===== config.mk =====
export PLATFORM = sky130hd
export DESIGN_NAME = atone_top
export DESIGN_NICKNAME = d
export VERILOG_FILES = /design/src/pkg/atone_pkg.sv /design/src/core/atone_presc.sv /design/src/core/atone_sync.sv /design/src/core/atone_top.sv
export SDC_FILE = /design/constraint.sdc
export NUM_CORES = 1
export LEC_CHECK = 0
export BUFFER_PORTS_ARGS = -buffer_cell sky130_fd_sc_hd__buf_2
export CAP_MARGIN = 25
export CORE_ASPECT_RATIO = 1.25
export CORE_MARGIN = 1
export CORE_UTILIZATION = 49
export DETAILED_ROUTE_END_ITERATION = 6
export PLACE_DENSITY = 0.85
export SLEW_MARGIN = 5
export SYNTH_ARGS = -nofsm -noshare
export SYNTH_HDL_FRONTEND = slang
export SYNTH_SLANG_ARGS = --single-unit

===== constraint.sdc =====
create_clock -name I_CORE_CLK -period 4.5 [get_ports I_CORE_CLK]
set_clock_uncertainty 0.2 [all_clocks]
set_input_delay 0.675 -clock I_CORE_CLK [delete_from_list [all_inputs] [get_ports I_CORE_CLK]]
set_output_delay 0.675 -clock I_CORE_CLK [all_outputs]
set_load 0.02 [all_outputs]

===== src/pkg/atone_pkg.sv =====
// alarm tone output: register map, field positions, reset values and divisor taps
package atone_pkg;

	// register indices; byte address is four times the index
	localparam logic [11:0] PFS_IDX = 12'h004; // port_function_select
	localparam logic [11:0] TSC_IDX = 12'h025; // tone_and_serial_control
	localparam logic [11:0] PIO_IDX = 12'h040; // general_io_bit3 data and direction
	localparam logic [11:0] STAT_IDX = 12'h041; // block status, read only
	localparam int unsigned APB_ADDR_W = 12;

	// reset values
	localparam logic [3:0] PFS_RST = 4'h0;
	localparam logic [3:0] TSC_RST = 4'h0;
	localparam logic PIO_DATA_RST = 1'b0;
	localparam logic PIO_DIR_RST = 1'b0;

	// field positions
	localparam int unsigned PFS_PIN_SEL_BIT = 3; // alarm_pin_select
	localparam int unsigned TSC_FREQ_HI_BIT = 3; // alarm_freq_sel_hi
	localparam int unsigned TSC_FREQ_LO_BIT = 2; // alarm_freq_sel_lo
	localparam int unsigned PIO_DATA_BIT = 0;
	localparam int unsigned PIO_DIR_BIT = 1;
	localparam int unsigned STAT_PIN_SEL_BIT = 0;
	localparam int unsigned STAT_FREQ_LO_BIT = 1; // bits 2:1 hold the active divisor
	localparam int unsigned STAT_TONE_BIT = 3;
	localparam int unsigned STAT_PIN_IN_BIT = 4;
	localparam int unsigned STAT_STOP_BIT = 5;

	// peripheral prescaler width: enough for the slowest divisor of 2048
	localparam int unsigned PRESC_W = 11;

	// alarm divisor selection
	typedef enum logic [1:0] {
		ATONE_DIV2048 = 2'b00,
		ATONE_DIV1024 = 2'b01,
		ATONE_DIV512 = 2'b10,
		ATONE_DIV256 = 2'b11
	} atone_freq_e;

	// low prescaler bits that are all ones in the last cycle of a half period
	localparam logic [10:0] HALF_MASK_2048 = 11'h3ff;
	localparam logic [10:0] HALF_MASK_1024 = 11'h1ff;
	localparam logic [10:0] HALF_MASK_512 = 11'h0ff;
	localparam logic [10:0] HALF_MASK_256 = 11'h07f;

	// tap mask for a divisor selection
	function automatic logic [10:0] atone_half_mask(input atone_freq_e sel);
		logic [10:0] m;
		m = HALF_MASK_2048;
		unique case (sel)
			ATONE_DIV2048: m = HALF_MASK_2048;
			ATONE_DIV1024: m = HALF_MASK_1024;
			ATONE_DIV512: m = HALF_MASK_512;
			ATONE_DIV256: m = HALF_MASK_256;
		endcase
		return m;
	endfunction

endpackage


===== src/core/atone_presc.sv =====
// peripheral prescaler: free-running binary divider of the peripheral clock
`timescale 1ns/1ps
`default_nettype none
module atone_presc #(
	parameter int unsigned W = 11
) (
	input wire logic i_clk,
	input wire logic i_rst,
	input wire logic i_en,
	input wire logic i_clear,
	output logic [W-1:0] o_count
);

	typedef struct packed {
		logic [W-1:0] count;
	} atone_presc_s;

	atone_presc_s s_q;
	atone_presc_s s_d;

	// the slowest divisor needs eleven stages
	if (W < 11) begin : g_bad_width
		$error("atone_presc: W must be at least 11");
	end

	// count up, or hold at zero while cleared
	always_comb begin
		s_d = s_q;
		if (i_clear) begin
			s_d.count = '0;
		end else begin
			s_d.count = s_q.count + {{(W-1){1'b0}}, 1'b1};
		end
	end

	always_ff @(posedge i_clk or posedge i_rst) begin
		if (i_rst) begin
			s_q <= '0;
		end else if (i_en) begin
			s_q <= s_d;
		end
	end

	assign o_count = s_q.count;

endmodule // atone_presc
`default_nettype wire


===== src/core/atone_sync.sv =====
// two-stage synchroniser for a level arriving from outside the clock domain
`timescale 1ns/1ps
`default_nettype none
module atone_sync #(
	parameter int unsigned WIDTH = 1
) (
	input wire logic i_clk,
	input wire logic i_rst,
	input wire logic i_en,
	input wire logic [WIDTH-1:0] i_d,
	output logic [WIDTH-1:0] o_q
);

	typedef struct packed {
		logic [WIDTH-1:0] meta;
		logic [WIDTH-1:0] sync;
	} atone_sync_s;

	atone_sync_s s_q;
	atone_sync_s s_d;

	if (WIDTH < 1) begin : g_bad_width
		$error("atone_sync: WIDTH must be at least 1");
	end

	// first stage feeds only the second stage
	always_comb begin
		s_d.meta = i_d;
		s_d.sync = s_q.meta;
	end

	always_ff @(posedge i_clk or posedge i_rst) begin
		if (i_rst) begin
			s_q <= '0;
		end else if (i_en) begin
			s_q <= s_d;
		end
	end

	assign o_q = s_q.sync;

endmodule // atone_sync
`default_nettype wire


===== src/core/atone_top.sv =====
// alarm tone output block: apb registers, tone divider and shared pin control
//
// Summary of operation
// - with alarm_pin_select set the shared pin carries the tone, with it clear (reset) it is general_io_bit3.
// - the frequency field divides the peripheral clock by 2048, 1024, 512 or 256 for codes 00 to 11.
// - every tone frequency is taken from taps of the peripheral prescaler, no other oscillator.
// - the tone is a square wave with equal high and low halves.
// - both frequency bits return to zero on reset and whenever stop mode is active.
// - port_function_select is four bits, write only, resets to zero, pin select in bit 3.
// - tone_and_serial_control is four bits, write only, resets to zero, frequency in bits 3:2.
//
// Our own choice: the APB interface to the registers.
`timescale 1ns/1ps
`default_nettype none
module atone_top #(
	parameter int unsigned ADDR_W = atone_pkg::APB_ADDR_W
) (
	input wire logic I_CORE_CLK,
	input wire logic I_RST,
	input wire logic I_CLK_EN,
	input wire logic I_STOP_MODE,
	input wire logic I_PSEL,
	input wire logic I_PENABLE,
	input wire logic I_PWRITE,
	input wire logic [ADDR_W-1:0] I_PADDR,
	input wire logic [31:0] I_PWDATA,
	input wire logic [3:0] I_PSTRB,
	output logic O_PREADY,
	output logic [31:0] O_PRDATA,
	output logic O_PSLVERR,
	input wire logic I_PIN_IN,
	output logic O_PIN_OUT,
	output logic O_PIN_OE
);

	// the decoder compares full byte addresses up to the highest index
	if (ADDR_W < 12) begin : g_bad_addr_w
		$error("atone_top: ADDR_W must be at least 12");
	end

	// all state of the block apart from the prescaler count and the pin synchroniser stages
	typedef struct packed {
		logic [3:0] pfs;
		logic [3:0] tsc;
		logic pio_data;
		logic pio_dir;
		atone_pkg::atone_freq_e freq_act;
		logic tone;
		logic pin_out;
		logic pin_oe;
		logic pready;
		logic [31:0] prdata;
		logic pslverr;
	} atone_state_s;

	localparam atone_state_s ST_RST = '{
		pfs: atone_pkg::PFS_RST,
		tsc: atone_pkg::TSC_RST,
		pio_data: atone_pkg::PIO_DATA_RST,
		pio_dir: atone_pkg::PIO_DIR_RST,
		freq_act: atone_pkg::ATONE_DIV2048,
		tone: 1'b0,
		pin_out: 1'b0,
		pin_oe: 1'b0,
		pready: 1'b0,
		prdata: 32'h0000_0000,
		pslverr: 1'b0
	};

	atone_state_s s_q;
	atone_state_s s_d;

	logic [atone_pkg::PRESC_W-1:0] presc_count;
	logic pin_in_sync;

	// one-hot register decode, used by both the read and the write path
	function automatic logic [3:0] atone_decode(input logic [ADDR_W-1:0] addr);
		logic [3:0] hit;
		hit = 4'h0;
		if (addr[1:0] == 2'b00 && addr[ADDR_W-1:2] == (ADDR_W-2)'(atone_pkg::PFS_IDX)) begin
			hit[0] = 1'b1;
		end
		if (addr[1:0] == 2'b00 && addr[ADDR_W-1:2] == (ADDR_W-2)'(atone_pkg::TSC_IDX)) begin
			hit[1] = 1'b1;
		end
		if (addr[1:0] == 2'b00 && addr[ADDR_W-1:2] == (ADDR_W-2)'(atone_pkg::PIO_IDX)) begin
			hit[2] = 1'b1;
		end
		if (addr[1:0] == 2'b00 && addr[ADDR_W-1:2] == (ADDR_W-2)'(atone_pkg::STAT_IDX)) begin
			hit[3] = 1'b1;
		end
		return hit;
	endfunction

	// peripheral prescaler, held at zero in stop mode
	atone_presc #(
		.W(atone_pkg::PRESC_W)
	) u_presc (
		.i_clk(I_CORE_CLK),
		.i_rst(I_RST),
		.i_en(I_CLK_EN),
		.i_clear(I_STOP_MODE),
		.o_count(presc_count)
	);

	// the pad level comes from outside the clock domain
	atone_sync #(
		.WIDTH(1)
	) u_pin_sync (
		.i_clk(I_CORE_CLK),
		.i_rst(I_RST),
		.i_en(I_CLK_EN),
		.i_d(I_PIN_IN),
		.o_q(pin_in_sync)
	);

	// next-state logic: bus slave, registers, tone and pin
	always_comb begin
		logic [3:0] hit;
		logic commit;
		logic [10:0] mask;
		logic boundary;
		logic [31:0] rdata;
		hit = 4'h0;
		commit = 1'b0;
		mask = 11'h000;
		boundary = 1'b0;
		rdata = 32'h0000_0000;
		s_d = s_q;

		hit = atone_decode(I_PADDR);

		// read mux; the two mode registers are write only and read zero
		rdata[atone_pkg::PIO_DATA_BIT] = hit[2] & s_q.pio_data;
		rdata[atone_pkg::PIO_DIR_BIT] = hit[2] & s_q.pio_dir;
		if (hit[3]) begin
			rdata[atone_pkg::STAT_PIN_SEL_BIT] = s_q.pfs[atone_pkg::PFS_PIN_SEL_BIT];
			rdata[atone_pkg::STAT_FREQ_LO_BIT +: 2] = s_q.freq_act;
			rdata[atone_pkg::STAT_TONE_BIT] = s_q.tone;
			rdata[atone_pkg::STAT_PIN_IN_BIT] = pin_in_sync;
			rdata[atone_pkg::STAT_STOP_BIT] = I_STOP_MODE;
		end

		// one wait state: ready rises in the second access cycle
		s_d.pready = 1'b0;
		s_d.pslverr = 1'b0;
		if (I_PSEL && I_PENABLE && !s_q.pready) begin
			s_d.pready = 1'b1;
			s_d.pslverr = ~|hit;
			s_d.prdata = I_PWRITE ? 32'h0000_0000 : rdata;
		end

		// a write takes effect on the edge where ready is sampled high
		commit = I_PSEL & I_PENABLE & s_q.pready & I_PWRITE & I_PSTRB[0];
		if (commit && hit[0]) begin
			s_d.pfs = I_PWDATA[3:0];
		end
		if (commit && hit[1]) begin
			s_d.tsc = I_PWDATA[3:0];
		end
		if (commit && hit[2]) begin
			s_d.pio_data = I_PWDATA[atone_pkg::PIO_DATA_BIT];
			s_d.pio_dir = I_PWDATA[atone_pkg::PIO_DIR_BIT];
		end

		// half-period boundary of the divisor now in use
		mask = atone_pkg::atone_half_mask(s_q.freq_act);
		boundary = (presc_count & mask) == mask;
		if (boundary) begin
			s_d.tone = ~s_q.tone;
			s_d.freq_act = atone_pkg::atone_freq_e'(
				s_q.tsc[atone_pkg::TSC_FREQ_HI_BIT:atone_pkg::TSC_FREQ_LO_BIT]);
		end

		// stop mode clears the frequency bits, wins over a write
		if (I_STOP_MODE) begin
			s_d.tsc[atone_pkg::TSC_FREQ_HI_BIT] = 1'b0;
			s_d.tsc[atone_pkg::TSC_FREQ_LO_BIT] = 1'b0;
			s_d.freq_act = atone_pkg::ATONE_DIV2048;
			s_d.tone = 1'b0;
		end

		// shared pin: tone driver, or general_io_bit3 with its own direction
		if (s_d.pfs[atone_pkg::PFS_PIN_SEL_BIT]) begin
			s_d.pin_out = s_d.tone;
			s_d.pin_oe = 1'b1;
		end else begin
			s_d.pin_out = s_d.pio_data;
			s_d.pin_oe = s_d.pio_dir;
		end
	end

	// state register; reset clears the frequency bits
	always_ff @(posedge I_CORE_CLK or posedge I_RST) begin
		if (I_RST) begin
			s_q <= ST_RST;
		end else if (I_CLK_EN) begin
			s_q <= s_d;
		end
	end

	// outputs straight from the state register
	assign O_PREADY = s_q.pready;
	assign O_PRDATA = s_q.prdata;
	assign O_PSLVERR = s_q.pslverr;
	assign O_PIN_OUT = s_q.pin_out;
	assign O_PIN_OE = s_q.pin_oe;

endmodule // atone_top
`default_nettype wire


After elaboration in Yosys (flattened, before gate mapping)

Cells that the tools add are included.

Register bits after elaboration: 62
Output and inout port bits: 36
Word-level logic and storage cells: 70

Add/subtract/negate cells: 1
Eq/ne operators: 8
Multiplexer cells: 16
Bitwise gates (word level): 8
Reductions and logical operators: 21

Operators by type and width:

| kind                                                             | number |
|---|---|
| 11-bit case mux with 4 select lines                              | 1 |
| 34-bit 2-to-1 mux                                                | 1 |
| 10-bit by 7-bit == test with 1-bit output, second input constant | 2 |
| 6-bit 2-to-1 mux                                                 | 2 |
| 11-bit by 1-bit adder with 11-bit output, second input constant  | 1 |
| 11-bit AND                                                       | 1 |
| 11-bit == test                                                   | 1 |
| 11-bit 2-to-1 mux                                                | 1 |
| 10-bit by 3-bit == test with 1-bit output, second input constant | 1 |
| 10-bit by 6-bit == test with 1-bit output, second input constant | 1 |
| 2-bit AND reduction                                              | 5 |
| 1-bit logical AND                                                | 9 |
| 4-bit 2-to-1 mux                                                 | 2 |
| 1-bit AND                                                        | 6 |
| 2-bit 2-to-1 mux                                                 | 3 |
| 3-bit 2-to-1 mux                                                 | 2 |
| 2-bit == test, second input constant                             | 2 |
| 2-bit zero test                                                  | 2 |
| 1-bit 2-to-1 mux                                                 | 4 |
| 2-bit nonzero test                                               | 2 |
| 4-bit OR reduction                                               | 1 |
| 2-bit by 1-bit == test with 1-bit output, second input constant  | 1 |
| 1-bit zero test                                                  | 2 |
| 1-bit inverter                                                   | 1 |

Depth between registers and ports, before layout

Gate-level depths: netlist of run 1.

Depth after elaboration: 7
Mapped depth: 6
Depth with buffers taken out: 6

By module

Synthesis of run 1 repeated with hierarchy kept, for this count alone.

Cell total of the unflattened synthesis: 201
Area, all modules: 1935.6 um^2

Modules (own cells, without submodules):

| module      | instances | cells each | area each (um^2) |
|---|---|---|---|
| atone_top   | 1         | 138        | 1278.7 |
| atone_presc | 1         | 58         | 580.6 |
| atone_sync  | 1         | 5          | 76.3 |

Worst setup path after synthesis of run 1

Ideal clock, no wire load.

Path type: input to register
From: input I_PADDR[3]
To: register s_q, in the netlist O_PIN_OUT
Data arrival time: 2.255 ns
Required time: 4.161 ns
Setup slack: 1.906 ns
Stages on the path: 5
Cell sequence: or4_4 nand2b_4 or4_4 a221oi_2 o221ai_1

Longest elaborated chain between the ends: 6
Elaborated cells on any way between the ends: 11
Those cells by class: 2 x eq/ne; 5 x mux; 4 x reduce/logical

Ends and longest elaborated chain:

| item                                                                                                          | line                               | RTL |
|---|---|---|
| from (decl)                                                                                                   | atone_top.sv:25                    | `input wire logic [ADDR_W-1:0] I_PADDR,` |
| 10-bit by 7-bit == test with 1-bit output / 10-bit by 3-bit == test with 1-bit output (equally long branches) | atone_top.sv:86, atone_top.sv:80   |  |
| 1-bit logical AND (on tied branches)                                                                          | atone_top.sv:86, atone_top.sv:80   |  |
| 1-bit 2-to-1 mux (on tied branches)                                                                           | atone_top.sv:86, atone_top.sv:80   |  |
| 1-bit logical AND (on tied branches)                                                                          | atone_top.sv:161, atone_top.sv:155 |  |
| 2-bit 2-to-1 mux / 4-bit 2-to-1 mux (equally long branches)                                                   | atone_top.sv:161, atone_top.sv:155 |  |
| 2-bit 2-to-1 mux *                                                                                            | atone_top.sv:184                   | `if (s_d.pfs[atone_pkg::PFS_PIN_SEL_BIT]) begin` |
| to (signal assigned)                                                                                          | atone_top.sv:196                   | `s_q <= ST_RST;` |
| to (signal assigned)                                                                                          | atone_top.sv:198                   | `s_q <= s_d;` |
| to (decl)                                                                                                     | atone_top.sv:70                    | `atone_state_s s_q;` |

Mark *: on every way between the ends. The rest lies on a longest branch, timed or not.
A chain may end at the register's enable or synchronous reset.

Worst setup path after layout of run 1

Ends and elaborated chain as after synthesis.

==> results of run 1 <==
[flip-flops by register name, summed over array words and instances (netlist names)]
register         flops
s_q                  8
O_PREADY             1
O_PIN_OUT            1
u_pin_sync.o_q       1
O_PIN_OE             1
u_presc.o_count     10
O_PRDATA             6
O_PSLVERR            1
u_pin_sync.s_d       1
[critical path: stages]
cell	delay, ns
buf_2	0.10
or4_4	0.55
nand2b_4	0.18
or4_4	0.50
a221oi_2	0.27
o221ai_1	0.16
[report_power, final]
part	total, µW	switching [µW]	internal [µW]
combinational	71.6	50.1	21.5
sequential	286	7.16	279
clock	267	105	163
total	625	162	463
[worst max path at each step]
stage,start,to,slack [ns],cells after the start
after floorplan,I_PADDR[3],O_PIN_OUT$_DFFE_PP0P_,1.91,5
after global placement,I_PADDR[5],s_q[39]$_DFFE_PP0P_,1.72,5
after detailed placement,I_PADDR[5],s_q[40]$_DFFE_PP0P_,1.71,5
after CTS,I_PADDR[3],O_PIN_OUT$_DFFE_PP0P_,2.01,6
after global routing,I_PADDR[5],s_q[40]$_DFFE_PP0P_,1.94,5
final,I_PADDR[3],O_PIN_OUT$_DFFE_PP0P_,2.01,6
[placed cells by master, fill, tap and decap left out, drive strengths merged]
cell and instances:
dfrtp 30, clkbuf 5, o32ai 1, nand3 3
a222oi 2, o22ai 1, o21a 1, nand4 2
ha 1, nand2 9, a22o 8, xnor2 2
a41oi 1, o211ai 1, buf 35, a221oi 1
nand2b 3, nor4 3, o2bb2ai 3, and2 2
o31ai 1, inv 10, bufinv 1, nor3 7
a21oi 6, mux2i 6, a31oi 1, clkinv 2
nor4b 3, nor2b 1, o221ai 1, mux2 6
or3 2, and3 3, nor2 11, or4 5
o41ai 1, o21ai 8, conb 26
[cell families after synthesis]
kind of cell / count (synthesis)
and+or+nand+nor: 54
xor gates and xnor gates: 2
muxes: 12
DFF: 30
adders and majority gates: 1
other: 1
buffers and inverters: 46
AOI/OAI and AO/OA: 37
[routing by layer]
layer | share of wire (%) | routed length, µm | up-vias
met3 | 5.0 | 172 | 10
li1 | - | - | 670
met1 | 41 | 1390 | 672
met4 | 3.1 | 106 | 0
met2 | 51 | 1730 | 49
met5 | 0 | 0 | -
[cell usage after synthesis, drive strengths merged, types with 4 or more instances]
library cell / n / area share, %
nor2: 11 / 2.3
nand2: 9 / 1.9
a21oi: 6 / 1.7
mux2i: 6 / 3.3
nor3: 7 / 1.9
buf: 32 / 13
dfrtp: 30 / 41
o21ai: 8 / 2.2
clkbuf: 4 / 0.83
a22o: 8 / 3.9
or4: 5 / 2.7
mux2: 6 / 3.7
inv: 10 / 2.1
[metrics by stage]
| step | util, % | cell area, µm² |
|---|---|---|
| after detailed placement | 53.5 | 1880 |
| final | 56.6 | 1990 |
| after floorplan | - | 1910 |
| after global placement | 53.5 | 1880 |
| after global routing | 56.6 | 1990 |
| after CTS | 56.6 | 1990 |
[final cells by class]
cell class,instances,area [µm²],share of cell area (%)
clock inverter,3,40.0,2.02
inverter,10,37.5,1.89
timing repair buffer,35,178,8.94
sequential,30,751,37.8
clock buffer,5,68.8,3.46
tap,39,48.8,2.46
multi-input combinational,132,863,43.5
==> impl_results.md, run 1 <==
* Run status: complete, no violations
* Placed cells at ~250
* Hold buffer count at cts at 0
* Area of the mapped netlist at 1810 µm²
* Final Hold Fails at 0
* Post-synthesis xor/xnor area fraction at less than 1%
* Post-synth EDFFs at 0
* Inserted Clock Buffers at 5
* Unrepaired setup endpoints after global routing: no
* Met1 GRT Util at 23.0%
* Netlist cell types at 42
* Post-route minimum period at ~2.5 ns
* DR vias at between 1,000 and 1,500
* TritonCTS Sinks at 30
* Ys flop type: dfrtp_1
* Setup WS pre-CTS at 1.71 ns
* Sequential area share after synthesis at between 40% and 50%
* All-Layer GR Usage at between 15 and 20%
* Pwr/cell area at approximately 310 nW/µm²
* Chip height at 70.0 µm
* Area of the die at 3950 µm²
* Area Overhead vs Synth at 9.59%
* Final WS setup at 2.01 ns
* Hold_ws at ~0.25 ns
* Worst R2R Start: u_presc.o_count[0]$_DFFE_PP0P_
* Ant. Diodes at 0
* Number of H-tree levels at 2
* Skew-Pair Late Insertion Delay at roughly 0.28 ns
* Via density at approximately 5.5
* Max_cap viols at 0
* Grt met2 use at roughly a third
* Post-DP HPWL at around 2600 µm
* Largest family of logic cells by synthesized area: simple AND/OR/NAND/NOR gates
* Tightest Pin Transition at 0.649 ns
* Fin cells at approximately 250
* Post-Synth Simple-Gate Area at a little under a fifth
* CTS tree: yes
* Root Driver: clkbuf_8
* First-pass GRT wire length at around 6000 µm
* FF-to-FF End: O_PIN_OUT$_DFFE_PP0P_
* Adder-Cell Fraction of Synth Area at 0.690%
* Cells after Synth at around 180
* Max-slew violation count at 0
* Startpoint types: primary input
* Ratio of cells with drive above 1 in the final layout at between 20 and 30%
* Drc violations at 0
* Fillers at 318
* Floorplan core area at 3510 µm²
* Max VDD drop at between 0.0002 and 0.0003 V
* CTS resizes at 0
* Layout Nets at 271
* Pin count of the biggest net entering global routing at 31
* Final setup fails at 0
* Clk pin slew, worst setup/hold paths at roughly 0.070 ns
* Crit path DAT at 2.44 ns
* Post-synthesis async set-or-reset flop share at 100%
* GRT overflow at 0
* Tcrit/Tclk final at around 55%
* Critical Path RT at around 4.5 ns
* Yosys reg bits at 30
* DRT Wirelength at 3410 µm
* Mux cell area share after synthesis at under 10%
* Type of the worst setup path: in -> reg
* Vias in the first global route at 1,366
* Starting density of the core at between 50 and 60%
* Compound-Gate Fraction of Synth Area at between 10 and 15%
* Worst R2R Path Depth at 6
* Met3 usage at under 10%
* Routed len/inst at around 13 µm
* CP Capture Type: flip-flop
* Initial antenna violation count at 0
* Relative slew slack at 56.1%
* Setup TNS at 0 ns
* Port Buf Inserts at 34
* F_max at 401 MHz
* Pre-antenna DRT Iters at 4
* Critical path peak fanout at 5
* Yosys warns at 0
* Post-CTS Setup Inserts at 0
* Gpl congestion at 0.791
* Reg2reg setup slack at 2.16 ns
* Total Power at approximately 620 µW
* # rows at 24
* Leak Pwr at 0.000955 µW
* DR iter-0 viols at 36
* Hold Crit Class: in -> async
* Max Root-Sink Buffers at 2
* Synthesized area per cell at 9.91 µm²
* ANT nets after route at 0
* Chip width at 56.4 µm
* Num ports at 92
* Most used routing layer: met2
No activity file was read; power rests on OpenSTA's default activity.
==> run 2: changes to the inputs <==
- ABC_AREA: not set -> 1
- CORE_UTILIZATION: 49 -> 46
- PLACE_DENSITY: 0.85 -> 0.8
- clock period: 4.5 -> 2.5 ns (I/O delays scaled with it)
==> impl_results.md, run 2 <==
* CTS tree: yes
* Ratio of cells with drive above 1 in the final layout at about a fifth
* Compound-Gate Fraction of Synth Area at 9.40%
* Max reg flops at 10
* Synth top area share at a little over 40%
* Ys flop type: dfrtp_1
* Max_cap viols at 0
* Worst R2R Path Depth at 6
* Crit path DAT at between 1.5 and 2 ns
* Adder-Cell Fraction of Synth Area at less than 1%
* Starting density of the core at between 40% and 50%
* Routed len/inst at about 10 µm
* Leak Pwr at roughly 0.0011 µW
* FF-to-FF End: s_q[38]$_DFFE_PP0P_
* Final Hold Fails at 0
* Worst R2R Start: u_presc.o_count[0]$_DFFE_PP0P_
* # rows at 25
* Setup TNS at 0 ns
* Area Overhead vs Synth at 9.53%
* First-pass GRT wire length at approximately 6100 µm
* Synthesized area per cell at around 7.7 µm²
* Area of the mapped netlist at around 1900 µm²
* Num ports at ~90
* Initial antenna violation count at 0
* FF/Latch Area at 751 µm²
* Post-Synth Simple-Gate Area at around 28%
* Post-synthesis async set-or-reset flop share at 100%
* CP bufs+invs at 0
* Unrepaired setup endpoints after global routing: no
* Hold Path Sink: u_pin_sync.s_d[0]$_DFFE_PP0P_
* Layout Nets at ~330
* Port Buf Inserts at 34
* Pin count of the biggest net entering global routing at 31
* F_max at approximately 580 MHz
* Pre-antenna DRT Iters at 4
* Run status: complete, no violations
* Hold Crit Class: in -> reg
* Yosys reg bits at 30
* Tcrit/Tclk final at between 60 and 70%
* Worst hold start: I_PIN_IN
* Area contributors post-synth: dfrtp_1 40%, buf_4 13%, nand2_1 9.7%
* Number of H-tree levels at 2
* Floorplan core area at ~3800 µm²
* Hold path cells at 3
* Max-slew violation count at 0
* Mux cell area share after synthesis at 0%
* Inserted Clock Buffers at 5
* Most frequent cells after synthesis: 48 x nand2_1, 33 x buf_4, 31 x inv_1
* Via density at ~4.6
* Gpl congestion at roughly 0.85
* GRT overflow at 0
* Crit-path slowest cell: dfrtp_1
* Max Root-Sink Buffers at 2
* Sequential area share after synthesis at between 40% and 50%
* Final WS setup at between 0.7 and 0.8 ns
* DR vias at roughly 1,500
* Footprint of the multi-input gates at between 800 and 900 µm²
* Critical path peak fanout at 4
* Post-route minimum period at between 1.5 and 2 ns
* Area of the die at about 4300 µm²
* Type of the worst setup path: reg -> reg
* Post-synthesis xor/xnor area fraction at 0%
* Netlist cell types at 26
* DR iter-0 viols at 43
* Ant. Diodes at 0
* CP Cell Sequence: ha_1 -> nand3_1 -> nor2_1 -> nand3_1 -> o21ai_0 -> o21ai_0
* Drc violations at 0
* Cell with the most instances after synthesis: nand2_1
* Startpoint types: flip-flop
* Post-DP HPWL at 2610 µm
* All-Layer GR Usage at roughly a fifth
* Reg2reg setup slack at 0.78 ns
* ANT nets after route at 0
* TritonCTS Sinks at 30
* Yosys warns at 0
* Setup WS pre-CTS at between 0.7 and 0.8 ns
* Crit-path max cell delay at a little under 0.4 ns
* Max VDD drop at 0.000361 V
* Chip width at just under 60 µm
* Commonest non-fill, non-tap cell in the layout: nand2_1
* Vias in the first global route at about 1,500
* CP Capture Type: flip-flop
* Skew-Pair Late Insertion Delay at 0.29 ns
* Cells after Synth at roughly 240
* Pwr/cell area at roughly 560 nW/µm²
* Largest family of logic cells by synthesized area: simple AND/OR/NAND/NOR gates
* Post-CTS Setup Inserts at 0
* Chip height at around 73 µm
* Root Driver: clkbuf_8
* Final setup fails at 0
* Post-synth EDFFs at 0
* Area leader, netlist: dfrtp_1
* DRT Wirelength at around 3300 µm
* Fillers at 407
* Most frequent cells in the layout: 48 x nand2_1, 34 x buf_2, 31 x inv_1
* Critical Path RT at between 2 and 2.5 ns
* CP top delay family: simple AND/OR/NAND/NOR gates
* Hold_ws at 0.0878 ns
* Clk pin slew, worst setup/hold paths at 0.07 ns
[run 2: changes by cell type after synthesis, moves of 4 or more]
| cell | before | now |
|---|---|---|
| nand4_1 | 2 | 7 |
| a22o_1 | 8 | 1 |
| nand2_1 | 9 | 48 |
| mux2i_1 | 6 | 0 |
| nor3_1 | 7 | 3 |
| clkbuf_1 | 4 | 0 |
| nand3_1 | 3 | 20 |
| o21ai_0 | 8 | 19 |
| inv_1 | 10 | 31 |
| nor2_1 | 11 | 19 |
[run 2: how the worst max path moves through the flow]
stage / from / end / cells after the start
6_report: u_presc.o_count[0]$_DFFE_PP0P_ / s_q[38]$_DFFE_PP0P_ / 6
5_1_grt: u_presc.o_count[0]$_DFFE_PP0P_ / s_q[38]$_DFFE_PP0P_ / 6
4_1_cts: u_presc.o_count[0]$_DFFE_PP0P_ / s_q[38]$_DFFE_PP0P_ / 6
3_5_place_dp: u_presc.o_count[0]$_DFFE_PP0P_ / s_q[38]$_DFFE_PP0P_ / 6
3_3_place_gp: I_CLK_EN / O_PRDATA[3]$_DFFE_PP0P_ / 6
2_1_floorplan: u_presc.o_count[0]$_DFFE_PP0P_ / u_presc.o_count[8]$_DFFE_PP0P_ / 8
[run 2: what timing repair did]
| item | in CTS | in global routing |
|---|---|---|
| gates resized for setup | 0 | 0 |
| hold buffers | 1 | 0 |
| hold endpoints to repair | 30 | 0 |
[run 2: worst register-to-register path, cell delays in order (launching register included)]
cell and delay [ns]:
dfrtp_1 0.39, ha_1 0.27, nand3_1 0.10, nor2_1 0.14
nand3_1 0.17, o21ai_0 0.22, o21ai_0 0.11
[run 2: power by group]
part / internal [µW] / switching (µW) / total, µW / leakage [µW]
combinational: 59.9 / 135 / 195 / 0.000628
sequential: 522 / 25.2 / 547 / 0.000403
clock: 221 / 186 / 407 / 0.0000472
total: 802 / 346 / 1150 / 0.00108
[run 2: layout make-up]
class	instances	share of cell area, %
multi-input cells	169	39.8
clock buffers	6	4.04
flip-flops and latches	30	36.8
repair buffers	37	9.56
clock inverters	2	0.613
inverters	32	5.88
well taps	54	3.31
[run 2: stage by stage]
stage               total power [µW]  area (µm²)  utilization, %  instances
finish                          1150        2040            53.5        330
global route                    1220        2040            53.5        330
CTS                             1160        2040            53.5        330
detailed placement               750        1940            50.8        321
global placement                 743        1940            50.8        321
floorplan                        726        1960               -        268
[run 2: cells by family (layout without fill, tap and decap cells)]
family / Yosys count / count (layout)
adders and majority gates: 1 / 1
other: 1 / 26
buffers and inverters: 69 / 77
AOI/OAI and AO/OA: 33 / 33
DFF: 30 / 30
and+or+nand+nor: 109 / 109
[run 2: routing by layer]
| layer | routed length, µm | track usage, % |
|---|---|---|
| met5 | 0 | 0 |
| met3 | 154 | 6.38 |
| met1 | 1420 | 19.8 |
| met2 | 1710 | 34.6 |
| met4 | 53 | 7.94 |
==> run 3: changes to the inputs <==
- ABC_AREA: 1 -> 0
- CORE_UTILIZATION: 46 -> 45
- PLACE_DENSITY: 0.8 -> 0.79
- clock period: 2.5 -> 1.8 ns (I/O delays scaled with it)
==> impl_results.md, run 3 (synthesis results as in run 1) <==
* Run status: complete, but fails checks
* Failing checks: setup timing
* Unrepaired setup endpoints after global routing: yes
* Final Hold Fails at 0
* Most used routing layer: met2
* CP Cell Sequence: ha_2 -> nand3_2 -> or3_4 -> or3_4 -> a221oi_2 -> o221ai_1
* Worst R2R Start: u_presc.o_count[0]$_DFFE_PP0P_
* Ant. Diodes at 0
* CP Capture Type: flip-flop
* CP top delay family: simple AND/OR/NAND/NOR gates
* # rows at 25
* Post-DP HPWL at ~3000 µm
* Max Root-Sink Buffers at 2
* TritonCTS Sinks at 30
* Max reg flops at 10
* Tcrit/Tclk final at 113%
* ANT nets after route at 0
* DRT Wirelength at around 4800 µm
* Ratio of cells with drive above 1 in the final layout at a little over two fifths
* Crit path DAT at roughly 2 ns
* Inserted Clock Buffers at 5
* CTS tree: yes
* Initial antenna violation count at 0
* Number of H-tree levels at 2
* Critical path peak fanout at 4
* Commonest non-fill, non-tap cell in the layout: buf_4
* Hold Crit Class: in -> reg
* Num ports at 92
* Final setup fails at 10
* Most frequent cells in the layout: 35 x buf_4, 31 x buf_2, 30 x dfrtp_1
* Starting density of the core at about 48%
* CP bufs+invs at 0
* GRT overflow at 0
* Most frequent CP cell: or3_4
* Leak Pwr at ~0.0012 µW
* First-pass GRT wire length at 6700 µm
* Startpoint types: flip-flop
* Chip height at roughly 73 µm
* Max VDD drop at 0.000404 V
* Post-route minimum period at slightly above 2 ns
* Worst setup startpoint: u_presc.o_count[0]$_DFFE_PP0P_
* Clk pin slew, worst setup/hold paths at roughly 0.07 ns
* Critical Path RT at about 1.8 ns
* Setup WS pre-CTS at -0.495 ns
* Final WS setup at -0.235 ns
* Max_cap viols at 0
* Port Buf Inserts at 34
* Crit-path max cell delay at roughly 0.36 ns
* Layout Nets at 312
* Footprint of the multi-input gates at 992 µm²
* Area Overhead vs Synth at 36.2%
* Pin count of the biggest net entering global routing at 31
* DR vias at between 1,500 and 2,000
* Max-slew violation count at 0
* Area of the die at ~4300 µm²
* Skew-Pair Late Insertion Delay at around 0.29 ns
* Root Driver: clkbuf_8
* Total Power at approximately 1500 µW
* FF/Latch Area at around 750 µm²
* Setup TNS at -1.24 ns
* Grt met2 use at a little over a third
* Floorplan core area at 3820 µm²
* Vias in the first global route at about 1,500
* Met1 GRT Util at 22.7%
* Worst hold start: I_PIN_IN
* Fillers at between 200 and 300
* Chip width at 58.8 µm
* Via density at ~5.2
* Met3 usage at under 10%
* DR iter-0 viols at between 90 and 100
* Pwr/cell area at between 600 and 700 nW/µm²
* All-Layer GR Usage at about a fifth
* Gpl congestion at between 0.8 and 0.9
* Type of the worst setup path: reg -> reg
* Routed len/inst at 15.4 µm
* Drc violations at 0
* Pre-antenna DRT Iters at 5
* F_max at 491 MHz
* Crit-path slowest cell: or3_4
-- run 3: cell count changes in the layout (fill, tap and decap cells not counted), moves of 9 or more --
cell,before,now
inv_1,31,9
buf_4,2,35
nor2_1,19,9
o21ai_0,19,6
nand2_1,48,9
nand3_1,20,1
buf_6,0,9
-- run 3: power breakdown --
part	switching (µW)	total (µW)	internal (µW)
sequential	12.9	709	697
clock	262	570	308
combinational	157	256	99.0
-- run 3: path summary, 6_finish.rpt --
kind                                             endpoint  cells past startpoint  slack, ns
min in group asynchronous            O_PREADY$_DFFE_PP0P_                      4       0.39
max in group asynchronous  u_presc.o_count[0]$_DFFE_PP0P_                      4       0.73
min reg2reg                       O_PRDATA[5]$_DFFE_PP0P_                      1       0.30
max                                 O_PIN_OUT$_DFFE_PP0P_                      6      -0.24
max reg2reg                         O_PIN_OUT$_DFFE_PP0P_                      6      -0.24
min                         u_pin_sync.s_d[0]$_DFFE_PP0P_                      2       0.01
-- run 3: what timing repair did --
action                                  in CTS  in global routing
buffers inserted                             1                  9
hold buffers                                 1                  0
hold endpoints to repair                    30                  0
endpoints found under the setup margin      10                 12
pin swaps                                    4                 13
resized for setup                            9                 17
-- run 3: per-stage QoR --
stage / std cells / instance area [µm²] / hold slack, ns / utilization [%]
after floorplan: 208 / 1950 / 0.161 / -
after global routing: 310 / 2470 / 0.0130 / 64.7
final: 310 / 2470 / 0.0112 / 64.7
after detailed placement: 291 / 2170 / 0.165 / 56.8
after global placement: 291 / 2170 / 0.162 / 56.8
after CTS: 301 / 2320 / 0.0139 / 60.9
-- run 3: area by class of cell --
cell class,instances,area share [%]
Tap cell,54,2.74
Sequential cell,30,30.4
Timing Repair Buffer,76,21.4
Inverter,10,1.52
Clock buffer,7,3.50
Multi-Input combinational cell,132,40.2
Clock inverter,1,0.203
-- run 3: layer usage --
layer  wire, µm  vias to the layer above
met5          0                        -
li1           -                      751
met1       1840                      780
met2       2470                       75
met3        268                       20
met4        212                        0
